### config.mk
export PLATFORM = sky130hd
export DESIGN_NAME = hpt_trigger
export DESIGN_NICKNAME = d
export VERILOG_FILES = /design/src/hdl/hpt_pkg.sv /design/src/hdl/hpt_lib_if.sv /design/src/hdl/hpt_wave_lib.sv /design/src/hdl/hpt_trigger.sv
export SDC_FILE = /design/constraint.sdc
export NUM_CORES = 1
export LEC_CHECK = 0
export BUFFER_PORTS_ARGS = -buffer_cell sky130_fd_sc_hd__clkbuf_2
export CAP_MARGIN = 30
export CORE_UTILIZATION = 35
export CTS_CLUSTER_DIAMETER = 200
export CTS_CLUSTER_SIZE = 40
export DETAILED_ROUTE_END_ITERATION = 6
export SYNTH_ARGS = -nofsm -noshare
export SYNTH_HDL_FRONTEND = slang
export SYNTH_HIERARCHICAL = 1
export SYNTH_SLANG_ARGS = --single-unit
### constraint.sdc
create_clock -name clk -period 8.2 [get_ports clk]
set_clock_uncertainty 0.2 [all_clocks]
set_input_delay 1.23 -clock clk [delete_from_list [all_inputs] [get_ports clk]]
set_output_delay 1.23 -clock clk [all_outputs]
set_load 0.01 [all_outputs]
### src/hdl/hpt_pkg.sv
// Package with register map, field layout, timing and state types.
package hpt_pkg;
  // Register byte offsets on the host register port.
  localparam logic [7:0] SLOT_FIRST_ADDR  = 8'h04;
  localparam logic [7:0] SLOT_LAST_ADDR   = 8'h0B;
  localparam logic [7:0] TRIG_ADDR        = 8'h0C;
  localparam logic [7:0] OD_OFFSET_ADDR   = 8'h0D;
  localparam logic [7:0] SP_OFFSET_ADDR   = 8'h0E;
  localparam logic [7:0] SN_OFFSET_ADDR   = 8'h0F;
  // Reset values and field positions.
  localparam logic [7:0] REG_RESET        = 8'h00;
  localparam int         TRIG_BIT         = 0;
  localparam int         SLOT_DELAY_BIT   = 7;
  localparam int         SLOT_COUNT       = 8;
  localparam logic [2:0] SLOT_LAST_IDX    = 3'h7;
  // Operating-mode codes that redirect the trigger.
  localparam logic [2:0] MODE_DIAG        = 3'h6;
  localparam logic [2:0] MODE_CAL         = 3'h7;
  // Waveform library layout: four segments of amplitude and duration.
  localparam int         LIB_AW           = 9;
  localparam int         LIB_DW           = 16;
  localparam logic [1:0] SEG_LAST_IDX     = 2'h3;
  localparam logic [7:0] AMP_MOST_NEG     = 8'h80;
  localparam logic [7:0] DUR_END          = 8'h00;
  // Timing: offsets count in 5 ms steps, delay slots in 10 ms steps.
  localparam int         STEP_TIME_MS     = 5;
  localparam int         WAIT_TIME_MS     = 10;
  localparam int         CLK_FREQ_KHZ     = 40000;
  localparam int         STEP_CYCLES_DEF  = STEP_TIME_MS * CLK_FREQ_KHZ;
  localparam int         WAIT_STEPS       = WAIT_TIME_MS / STEP_TIME_MS;
  localparam int         TICK_W           = 18;
  localparam int         DUR_W            = 10;
  localparam logic [DUR_W-1:0] DUR_ZERO   = 10'h000;
  localparam logic [DUR_W-1:0] DUR_ONE    = 10'h001;
  localparam logic [TICK_W-1:0] TICK_ZERO = 18'h0_0000;
  localparam logic [TICK_W-1:0] TICK_ONE  = 18'h0_0001;

  typedef enum logic [3:0] {
    ST_IDLE, ST_SLOT, ST_SCAN_RD, ST_SCAN_CHK, ST_SEG_RD,
    ST_SEG_CHK, ST_PLAY, ST_WAIT, ST_EXT
  } hpt_state_t;
endpackage

### src/hdl/hpt_lib_if.sv
// Interface between the playback engine and the waveform library.
`timescale 1ns/1ps
interface hpt_lib_if;
  logic [8:0]  addr;
  logic        en;
  logic [15:0] data;
  modport ctrl (output addr, output en, input data);
  modport mem  (input addr, input en, output data);
endinterface

### src/hdl/hpt_wave_lib.sv
// Waveform library memory with a registered read port.
`timescale 1ns/1ps
module hpt_wave_lib
  import hpt_pkg::*;
(
  input wire logic clk,
  input wire logic sys_rst,
  input wire logic ce,
  hpt_lib_if.mem   lib
);
  logic [LIB_DW-1:0] data_q;
  logic [LIB_DW-1:0] data_d;

  // Fixed contents: overdrive burst, positive sustain, negative brake.
  function automatic logic [LIB_DW-1:0] libWord(input logic [LIB_AW-1:0] a);
    logic [6:0] id;
    logic [1:0] seg;
    id  = a[LIB_AW-1:2];
    seg = a[1:0];
    if (id == 7'h00) begin
      libWord = 16'h0000;
    end else begin
      unique case (seg)
        2'h0: libWord = 16'h7F04;
        2'h1: libWord = {8'h40, 4'h0, id[3:0]};
        2'h2: libWord = 16'hC002;
        2'h3: libWord = 16'h0000;
      endcase
    end
  endfunction

  // Read data comes only from the register, one cycle after en.
  always_comb begin
    data_d = data_q;
    if (lib.en) begin
      data_d = libWord(lib.addr);
    end
  end

  always_ff @(posedge clk) begin
    if (sys_rst) begin
      data_q <= 16'h0000;
    end else if (ce) begin
      data_q <= data_d;
    end
  end

  assign lib.data = data_q;
endmodule

### src/hdl/hpt_trigger.sv
// Playback trigger register bank with sequencer and time offsets.
`timescale 1ns/1ps
// Functional notes
// - Trigger bit starts process chosen by mode.
// - Trigger plays waveform ids from sequence slots.
// - Trigger reads one until sequence completes.
// - Clearing trigger aborts playing sequence immediately.
// - Mode may launch calibration or diagnostics instead.
// - Signed overdrive offset, 5 ms per count.
// - Overdrive is segment with maximum drive value.
// - Overdrive offset ignored in closed loop.
// - Signed positive sustain offset, 5 ms per count.
// - Other positive drive values are positive sustain.
// - Signed negative sustain offset, 5 ms per count.
// - Other negative drive values are negative sustain.
// - Slots play in order, stop at zero or eight.
// - Delay slot idles ten ms times value.
module hpt_trigger
  import hpt_pkg::*;
#(
  parameter int STEP_CYCLES = STEP_CYCLES_DEF
) (
  input  wire logic       clk,
  input  wire logic       sys_rst,
  input  wire logic       ce,
  input  wire logic [7:0] regAddr,
  input  wire logic [7:0] regWrData,
  input  wire logic       regWrEn,
  input  wire logic       regRdEn,
  output logic      [7:0] regRdData,
  input  wire logic [2:0] modeSel,
  input  wire logic       openLoop,
  input  wire logic       calDone,
  input  wire logic       diagDone,
  output logic            calStart,
  output logic            diagStart,
  output logic      [7:0] driveLevel,
  output logic            driveOn
);
  localparam logic [TICK_W-1:0] STEP_LAST = TICK_W'(STEP_CYCLES - 1);

  hpt_lib_if lib ();

  hpt_wave_lib u_lib (
    .clk     (clk),
    .sys_rst (sys_rst),
    .ce      (ce),
    .lib     (lib.mem)
  );

  logic [7:0]        slot_q [SLOT_COUNT];
  logic [7:0]        slot_d [SLOT_COUNT];
  logic [7:0]        odOff_q, odOff_d;
  logic [7:0]        spOff_q, spOff_d;
  logic [7:0]        snOff_q, snOff_d;
  logic              go_q, go_d;
  logic [7:0]        rd_q, rd_d;
  hpt_state_t        st_q, st_d;
  logic [2:0]        slotIdx_q, slotIdx_d;
  logic [1:0]        segIdx_q, segIdx_d;
  logic [1:0]        odIdx_q, odIdx_d;
  logic [7:0]        maxAmp_q, maxAmp_d;
  logic [DUR_W-1:0]  durLeft_q, durLeft_d;
  logic [TICK_W-1:0] tick_q, tick_d;
  logic [7:0]        drive_q, drive_d;
  logic              driveOn_q, driveOn_d;
  logic              cal_q, cal_d;
  logic              diag_q, diag_d;
  logic [7:0]        curSlot;
  logic [7:0]        libAmp;
  logic [7:0]        libDur;
  logic [7:0]        segOff;
  logic [DUR_W-1:0]  adjSum;
  logic [DUR_W-1:0]  adjDur;
  logic              tickHit;
  logic              trigWr;
  logic              segAdvance;

  // Slot address decode, shared by the write and read paths.
  function automatic logic isSlot(input logic [7:0] a);
    isSlot = (a >= SLOT_FIRST_ADDR) && (a <= SLOT_LAST_ADDR);
  endfunction

  function automatic logic [2:0] slotOf(input logic [7:0] a);
    logic [7:0] d;
    d = a - SLOT_FIRST_ADDR;
    slotOf = d[2:0];
  endfunction

  assign curSlot = slot_q[slotIdx_q];
  assign libAmp  = lib.data[15:8];
  assign libDur  = lib.data[7:0];
  assign tickHit = (tick_q == STEP_LAST);
  assign trigWr  = regWrEn && (regAddr == TRIG_ADDR);

  // Pick the offset for this segment by its class.
  always_comb begin
    segOff = 8'h00;
    if (segIdx_q == odIdx_q && libAmp == maxAmp_q) begin
      segOff = openLoop ? odOff_q : 8'h00;
    end else if (!libAmp[7] && libAmp != 8'h00) begin
      segOff = spOff_q;
    end else if (libAmp[7]) begin
      segOff = snOff_q;
    end
  end

  // Signed adjust; a negative result clamps so nothing wraps.
  assign adjSum = {2'b00, libDur} + {{2{segOff[7]}}, segOff};
  assign adjDur = adjSum[DUR_W-1] ? DUR_ZERO : adjSum;
  assign segAdvance = (segIdx_q == SEG_LAST_IDX);

  // Register writes and the read path.
  always_comb begin
    slot_d  = slot_q;
    odOff_d = odOff_q;
    spOff_d = spOff_q;
    snOff_d = snOff_q;
    rd_d    = rd_q;
    if (regWrEn) begin
      if (isSlot(regAddr)) begin
        slot_d[slotOf(regAddr)] = regWrData;
      end
      if (regAddr == OD_OFFSET_ADDR) odOff_d = regWrData;
      if (regAddr == SP_OFFSET_ADDR) spOff_d = regWrData;
      if (regAddr == SN_OFFSET_ADDR) snOff_d = regWrData;
    end
    if (regRdEn) begin
      if (isSlot(regAddr)) begin
        rd_d = slot_q[slotOf(regAddr)];
      end else begin
        unique case (regAddr)
          TRIG_ADDR:      rd_d = {7'h00, go_q};
          OD_OFFSET_ADDR: rd_d = odOff_q;
          SP_OFFSET_ADDR: rd_d = spOff_q;
          SN_OFFSET_ADDR: rd_d = snOff_q;
          default:        rd_d = 8'h00;
        endcase
      end
    end
  end

  // Playback engine next state.
  always_comb begin
    st_d      = st_q;
    go_d      = go_q;
    slotIdx_d = slotIdx_q;
    segIdx_d  = segIdx_q;
    odIdx_d   = odIdx_q;
    maxAmp_d  = maxAmp_q;
    durLeft_d = durLeft_q;
    tick_d    = tickHit ? TICK_ZERO : tick_q + TICK_ONE;
    drive_d   = drive_q;
    driveOn_d = driveOn_q;
    cal_d     = 1'b0;
    diag_d    = 1'b0;
    lib.en    = 1'b0;
    lib.addr  = {curSlot[6:0], segIdx_q};
    unique case (st_q)
      ST_IDLE: begin
        if (trigWr && regWrData[TRIG_BIT]) begin
          go_d = 1'b1;
          if (modeSel == MODE_CAL) begin
            cal_d = 1'b1;
            st_d  = ST_EXT;
          end else if (modeSel == MODE_DIAG) begin
            diag_d = 1'b1;
            st_d   = ST_EXT;
          end else begin
            slotIdx_d = 3'h0;
            st_d      = ST_SLOT;
          end
        end
      end
      ST_SLOT: begin
        driveOn_d = 1'b0;
        if (curSlot == 8'h00) begin
          go_d = 1'b0;
          st_d = ST_IDLE;
        end else if (curSlot[SLOT_DELAY_BIT]) begin
          durLeft_d = DUR_W'(curSlot[6:0] * WAIT_STEPS);
          tick_d    = TICK_ZERO;
          st_d      = ST_WAIT;
        end else begin
          segIdx_d = 2'h0;
          odIdx_d  = 2'h0;
          maxAmp_d = AMP_MOST_NEG;
          st_d     = ST_SCAN_RD;
        end
      end
      ST_SCAN_RD: begin
        lib.en = 1'b1;
        st_d   = ST_SCAN_CHK;
      end
      ST_SCAN_CHK: begin
        if (libDur != DUR_END && $signed(libAmp) > $signed(maxAmp_q)) begin
          maxAmp_d = libAmp;
          odIdx_d  = segIdx_q;
        end
        if (libDur == DUR_END || segAdvance) begin
          segIdx_d = 2'h0;
          st_d     = ST_SEG_RD;
        end else begin
          segIdx_d = segIdx_q + 2'h1;
          st_d     = ST_SCAN_RD;
        end
      end
      ST_SEG_RD: begin
        lib.en = 1'b1;
        st_d   = ST_SEG_CHK;
      end
      ST_SEG_CHK: begin
        tick_d = TICK_ZERO;
        if (libDur == DUR_END) begin
          st_d = ST_WAIT;
          durLeft_d = DUR_ZERO;
        end else if (adjDur == DUR_ZERO) begin
          st_d     = segAdvance ? ST_WAIT : ST_SEG_RD;
          segIdx_d = segIdx_q + 2'h1;
          durLeft_d = DUR_ZERO;
        end else begin
          durLeft_d = adjDur;
          drive_d   = libAmp;
          driveOn_d = 1'b1;
          st_d      = ST_PLAY;
        end
      end
      ST_PLAY: begin
        if (tickHit) begin
          durLeft_d = durLeft_q - DUR_ONE;
          if (durLeft_q == DUR_ONE) begin
            driveOn_d = 1'b0;
            segIdx_d  = segIdx_q + 2'h1;
            st_d      = segAdvance ? ST_WAIT : ST_SEG_RD;
            durLeft_d = DUR_ZERO;
          end
        end
      end
      ST_WAIT: begin
        driveOn_d = 1'b0;
        if (durLeft_q == DUR_ZERO || (tickHit && durLeft_q == DUR_ONE)) begin
          if (slotIdx_q == SLOT_LAST_IDX) begin
            go_d = 1'b0;
            st_d = ST_IDLE;
          end else begin
            slotIdx_d = slotIdx_q + 3'h1;
            st_d      = ST_SLOT;
          end
        end else if (tickHit) begin
          durLeft_d = durLeft_q - DUR_ONE;
        end
      end
      ST_EXT: begin
        // The routine owns the trigger until it reports completion.
        if (calDone || diagDone) begin
          go_d = 1'b0;
          st_d = ST_IDLE;
        end
      end
    endcase
    // A cleared trigger cancels playback at once, whatever the step.
    if (st_q != ST_IDLE && st_q != ST_EXT && trigWr &&
        !regWrData[TRIG_BIT]) begin
      go_d      = 1'b0;
      driveOn_d = 1'b0;
      st_d      = ST_IDLE;
    end
  end

  always_ff @(posedge clk) begin
    if (sys_rst) begin
      for (int i = 0; i < SLOT_COUNT; i++) begin
        slot_q[i] <= REG_RESET;
      end
      odOff_q   <= REG_RESET;
      spOff_q   <= REG_RESET;
      snOff_q   <= REG_RESET;
      go_q      <= 1'b0;
      rd_q      <= REG_RESET;
      st_q      <= ST_IDLE;
      slotIdx_q <= 3'h0;
      segIdx_q  <= 2'h0;
      odIdx_q   <= 2'h0;
      maxAmp_q  <= AMP_MOST_NEG;
      durLeft_q <= DUR_ZERO;
      tick_q    <= TICK_ZERO;
      drive_q   <= 8'h00;
      driveOn_q <= 1'b0;
      cal_q     <= 1'b0;
      diag_q    <= 1'b0;
    end else if (ce) begin
      slot_q    <= slot_d;
      odOff_q   <= odOff_d;
      spOff_q   <= spOff_d;
      snOff_q   <= snOff_d;
      go_q      <= go_d;
      rd_q      <= rd_d;
      st_q      <= st_d;
      slotIdx_q <= slotIdx_d;
      segIdx_q  <= segIdx_d;
      odIdx_q   <= odIdx_d;
      maxAmp_q  <= maxAmp_d;
      durLeft_q <= durLeft_d;
      tick_q    <= tick_d;
      drive_q   <= drive_d;
      driveOn_q <= driveOn_d;
      cal_q     <= cal_d;
      diag_q    <= diag_d;
    end
  end

  assign regRdData  = rd_q;
  assign calStart   = cal_q;
  assign diagStart  = diag_q;
  assign driveLevel = drive_q;
  assign driveOn    = driveOn_q;
endmodule

# Word-level counts from Yosys, hierarchy flattened
# Cells that the tools add are included.
# op_classes
n_lt_le_gt_ge,6
eq_ne,47
mux,88
n_addsub,6
n_bitwise,4
reduce_logical,48
# ops
operator,n
2-to-1 mux 8 bit,13
bitwise mux 64 bit,1
one-hot mux 16 bit (4 select lines),1
2-to-1 mux 10 bit,6
2-to-1 mux 18 bit,3
binary-select mux 8 bit (select 3 bit),2
one-hot mux 10 bit (4 select lines),1
one-hot mux 18 bit (2 select lines),1
one-hot mux 4 bit (9 select lines),1
"== test 8 x 4 -> 1 bit, second input constant",4
2-to-1 mux 4 bit,8
one-hot mux 8 bit (4 select lines),1
"inequality test 2 bit, second input constant",15
2-to-1 mux 9 bit,3
"inequality test 3 bit, second input constant",9
demux 8 bit (select 3 bit),1
2-to-1 mux 3 bit,8
2-to-1 mux 2 bit,11
AND reduction 7 bit,3
zero test 10 bit,2
2-to-1 mux 1 bit,20
"adder 18 x 1 -> 18 bit, second input constant",1
"== test 18 bit, second input constant",1
"== test 4 x 3 -> 1 bit, second input constant",4
47 further kinds,79
# word_totals
output_inout_bits,19
inputBits,27
regBits,171
word_cells,224

# Logic depth before layout (Yosys ltp)
# depth
word_depth,11
mapped_depth,18

# Hierarchy
# The synthesis kept the hierarchy.
# by_module_without_submodules
mod,cells_each,n_inst,area_each_um2
hpt_trigger,1198,1,9305.2
hpt_wave_lib,46,1,387.9

# Worst setup path before layout
# Ideal clock, no wire load.
# synth_timing
path_kind,reg-to-reg
from,"register u_lib.data_q[13], in the netlist u_lib/lib.data[13]"
to,"register driveOn_q, in the netlist driveOn"
slack_ps,3573
arrival_ps,4291
setup_time_ps,136
stages_incl_launch_ff,18
required_ps,7864
path_cell_list,dfxtp_1 > buf_4 > ha_1 > and3_1 > nand3_1 > nor4_1 > clkbuf_1 > a21oi_1 > ha_1 > fa_1 > a211o_1 > a21oi_1 > o221ai_1 > nor3_1 > o21ai_0 > a22o_1 > a2111oi_0 > a211oi_1
# synth_between
elab_chain_cells,9
elab_cells_between_ends,11
cone_classes,add/sub (1); eq/ne (2); mux (3); reduce/logical (5)
# synth_lines
item,line,text
"start, declared",hpt_wave_lib.sv:11,logic [LIB_DW-1:0] data_q;
"start signal, assigned",hpt_wave_lib.sv:44,data_q <= data_d;
nonzero test 8 bit,hpt_trigger.sv:101,end else if (!libAmp[7] && libAmp != 8'h00) begin
logical AND 1 bit,hpt_trigger.sv:101,
2-to-1 mux 8 bit,hpt_trigger.sv:101,
2-to-1 mux 8 bit (*),hpt_trigger.sv:99,if (segIdx_q == odIdx_q && libAmp == maxAmp_q) begin
adder 9 x 8 -> 10 bit (*),hpt_trigger.sv:109,"assign adjSum = {2'b00, libDur} + {{2{segOff[7]}}, segOff};"
2-to-1 mux 9 bit (*),hpt_trigger.sv:110,assign adjDur = adjSum[DUR_W-1] ? DUR_ZERO : adjSum;
zero test 10 bit (*),hpt_trigger.sv:217,end else if (adjDur == DUR_ZERO) begin
inequality test 3 bit (no line) (*),-,
AND reduction 6 bit (no line) (*),-,
"end signal, assigned",hpt_trigger.sv:306,driveOn_q <= driveOn_d;
"end, declared",hpt_trigger.sv:66,"logic driveOn_q, driveOn_d;"
# Every way passes the cells marked *; elsewhere a longest branch is shown, timed or not.
# A chain may end at the register's enable or synchronous reset.

# Worst setup path after layout
# layout_timing
from,"register u_lib.data_q[13], in the netlist u_lib/lib.data[13]"
to,"register drive_q[1], in the netlist driveLevel[1]"
# layout_between
elab_chain_cells,9
elab_cells_between_ends,11
cone_classes,add/sub (1); eq/ne (1); mux (3); bitwise (1); reduce/logical (5)
# layout_lines
item,line,text
nonzero test 8 bit,hpt_trigger.sv:101,
logical AND 1 bit,hpt_trigger.sv:101,
2-to-1 mux 8 bit,hpt_trigger.sv:101,
2-to-1 mux 8 bit (*),hpt_trigger.sv:99,
adder 9 x 8 -> 10 bit (*),hpt_trigger.sv:109,
2-to-1 mux 9 bit (*),hpt_trigger.sv:110,
zero test 10 bit (*),hpt_trigger.sv:217,
NOT 1 bit (no line) (*),-,
AND reduction 4 bit (no line) (*),-,
"end signal, assigned",hpt_trigger.sv:305,drive_q <= drive_d;
"end, declared",hpt_trigger.sv:65,"logic [7:0] drive_q, drive_d;"
# Marked as above.

==> flow_summary.yaml <==
synthesis:
  ys.flop_type: "dfxtp_1"
  yosysUniqueCellTypes: 71
  synth_seq_area_share_pct: 33.5
  synth_async_sr_flop_share_pct: 0
  ys_ff_latch: 162
  synth_area_per_cell_um2: 7.79
  yosys_warnings: 6
  syn-instance-count: 1244
  synth_area_um2: 9690
  synth_edf_count: 0
  synth_mux_area_share_pct: 11.2
  synth_xor_area_share_pct: 1.08
  synth_top_family_by_area: "simple AND/OR/NAND/NOR gates"
  synth_compound_gate_area_share_pct: 19.6
  synthAdderAreaFrac_pct: 3.18
  yosys.area_share.simple_pct: 26.5
clock_tree:
  cts_setup_buffers: 0
  hold_buffers: 0
  ctsResizeCount: 0
  cts.clk_slew.worst_paths_ns: 0.08
  clock_latency_ns: 0.44
  ctsHtreeMaxLevel: 4
  cts_tree: "done"
  numCtsBuffers: 17
  cts_buffer_depth: 2
  clockRootBuffer: "clkbuf_16"
  clkSinkCount: 162
layout:
  layout_common_cells: "nand2_1, dfxtp_1, a21oi_1, nor2_1, mux2i_1"
  diodes: 0
  drive_gt1_share_pct: 11.9
  layout.nets: 1288
  layout.cells.most_common: "nand2_1"
  utilization_pct: 39.6
  area_growth_pct: 10.3
critical_path:
  crit_buf_inv: 2
  slowest_delay_ns: 0.88
  end_kind: "flip-flop"
  critPathTopFamily: "compound AO/OA/AOI/OAI gates"
  worstSetupStartpointType: "flip-flop"
  critical_path_class: "reg -> reg"
  crit_fanout: 25
  worstPathRequired_ns: 8.30
  arrival_ns: 5.50
  crit_chain: "inv_1 > ha_1 > and3_1 > nand3_1 > nor4_2 > buf_4 > a211oi_1 > a21oi_1 > ha_1 > fa_1 > a211o_1 > a21oi_1 > o221ai_1 > nor3_1 > o21ai_0 > a22oi_1 > mux2i_1 > nor2_1"
  crit_slowest_cell: "a22oi_1"
die:
  num_io_pins: 46
  fp.dieH_um: 168
  fp.dieW_um: 168
  initial_core_util_pct: 35.9
  coreArea_um2: 27000
  placementRows: 60
  die_area_um2: 28400
power:
  pwr-share-seq_pct: 47.0
  swShare_pct: 27.4
  clkPwrFrac_pct: 46.9
  internal-power_mw: 1.23
  powerDensity_nw_per_um2: 159
  combPwrFrac_pct: 6.2
  leakagePower_nw: 3.89
  power.switching_mw: 0.464
  peakVddDrop_mv: 0.107
sta:
  final_max_slew_viol_count: 0
  setup_viol: 0
  fmax_mhz: 185
  fin_crit_ns: 5.40
  setup-tns-final_ns: 0
  rsz0062_at_grt: "false"
  hold_violations: 0
  worst_pin_slew_ns: 1.06
  post-route-period-util_pct: 65.8
  slew_headroom_pct: 29.3
global_route:
  antenna_found_initial: 0
  grt_max_degree: 95
  overflow: 0
  grt_pass1_wl_mm: 46.8
  grt_pass1_vias: 8567
  grt_util_all_layers_pct: 20.8
route:
  drt_iter0_drc: 699
  vias_per_cell: 5.79
  drc: 0
  via_count: 9214
  routed_wire_length_per_instance_um: 18.3
  dr.pass1.iters: 5
  wirelength_mm: 29.0
  postRouteAntennaNets: 0
flow_run:
  maxCapViolations: 0
placed_design:
  dp.final_hpwl_mm: 20.5
  place_congestion: 0.911
  portBuffers: 45
min_path:
  holdCritPathClass: "reg -> reg"
run_status:
  status: "finished, final reports clean"
[flip-flops by register name (all words and copies together) (netlist names)]
register        cells
diagStart           1
snOff_q             8
tick_q             18
slot_q             64
driveOn             1
segIdx_q            2
odOff_q             8
odIdx_q             2
driveLevel          8
regRdData           8
maxAmp_q            8
durLeft_q          10
st_q                4
slotIdx_q           3
u_lib/lib.data      7
go_q                1
calStart            1
spOff_q             8
[Yosys cell counts, drive strengths merged (12+ instances only)]
cell | instances | share of area (%)
nand2 | 192 | 7.5
clkbuf | 69 | 2.7
or2 | 14 | 0.90
a21oi | 137 | 7.1
a211oi | 21 | 1.6
o21ai | 50 | 2.6
inv | 30 | 1.2
nor3 | 34 | 1.8
mux4 | 18 | 4.2
buf | 19 | 1.2
nor2 | 133 | 5.2
a22o | 12 | 1.1
a22oi | 14 | 1.1
nand3 | 44 | 2.3
nor3b | 16 | 1.2
dfxtp | 162 | 33
nor2b | 12 | 0.77
and3 | 16 | 1.0
nand2b | 12 | 0.77
ha | 23 | 3.0
mux2i | 59 | 6.1
nor4 | 20 | 1.6
[layer usage]
layer	routed length (µm)	part of all wire, %	track usage, %
met2	13100	45	32.3
met5	0	0	0
met3	1870	6.4	3.97
met1	13200	46	28.4
met4	823	2.8	7.83
[tightest hold or removal path, cell delays in order (launching register included)]
cell and delay [ns]:
dfxtp_1 0.31, nand2_1 0.05, a21oi_1 0.05
[final cells by class]
type / instances / area, µm²
Sequential cell: 162 / 3240
Tap cell: 341 / 427
Clock buffer: 18 / 439
Inverter: 30 / 113
Multi-Input combinational cell: 967 / 6000
Fill cell: 2826 / 16300
Clock inverter: 14 / 136
Timing Repair Buffer: 59 / 333
[through the flow]
stage / power, mW / instance area (µm²) / setup WS, ns / instances / hold WS (ns)
6_report: 1.70 / 10700 / 2.80 / 1591 / 0.256
5_1_grt: 1.76 / 10700 / 2.29 / 1591 / 0.282
4_1_cts: 1.71 / 10700 / 2.73 / 1591 / 0.263
3_5_place_dp: 0.919 / 10100 / 2.78 / 1559 / 0.250
3_3_place_gp: 0.918 / 10100 / 2.93 / 1559 / 0.240
2_1_floorplan: 0.887 / 9700 / 3.57 / 1247 / 0.232
[power by group through the flow]
stage          combinational, mW  clock (mW)  sequential, mW
2_1_floorplan             0.0750           0           0.812
3_3_place_gp               0.103           0           0.815
3_5_place_dp               0.103           0           0.816
4_1_cts                    0.103       0.812           0.797
5_1_grt                    0.115       0.843           0.798
6_report                   0.104       0.796           0.797
[cells by family (layout without fill, tap and decap cells)]
logic type,Yosys count,in the layout
compound gates,304,304
buf+inv,118,121
xor+xnor,12,12
fa+ha+maj,24,24
mux,85,85
flops,162,162
other cells,1,4
simple gates,538,538
[final timing paths]
path,startpoint,endpoint,slack (ns),depth (start not counted)
setup / recovery,u_lib/lib.data[13]$_SDFFE_PP0P_,driveLevel[1]$_SDFFE_PP0P_,2.80,18
hold / removal,maxAmp_q[6]$_SDFFE_PP0P_,maxAmp_q[6]$_SDFFE_PP0P_,0.26,2
setup reg to reg,u_lib/lib.data[13]$_SDFFE_PP0P_,driveLevel[1]$_SDFFE_PP0P_,2.80,18
hold reg to reg,maxAmp_q[6]$_SDFFE_PP0P_,maxAmp_q[6]$_SDFFE_PP0P_,0.26,2
Note: power is estimated with default switching activity, not from simulation.
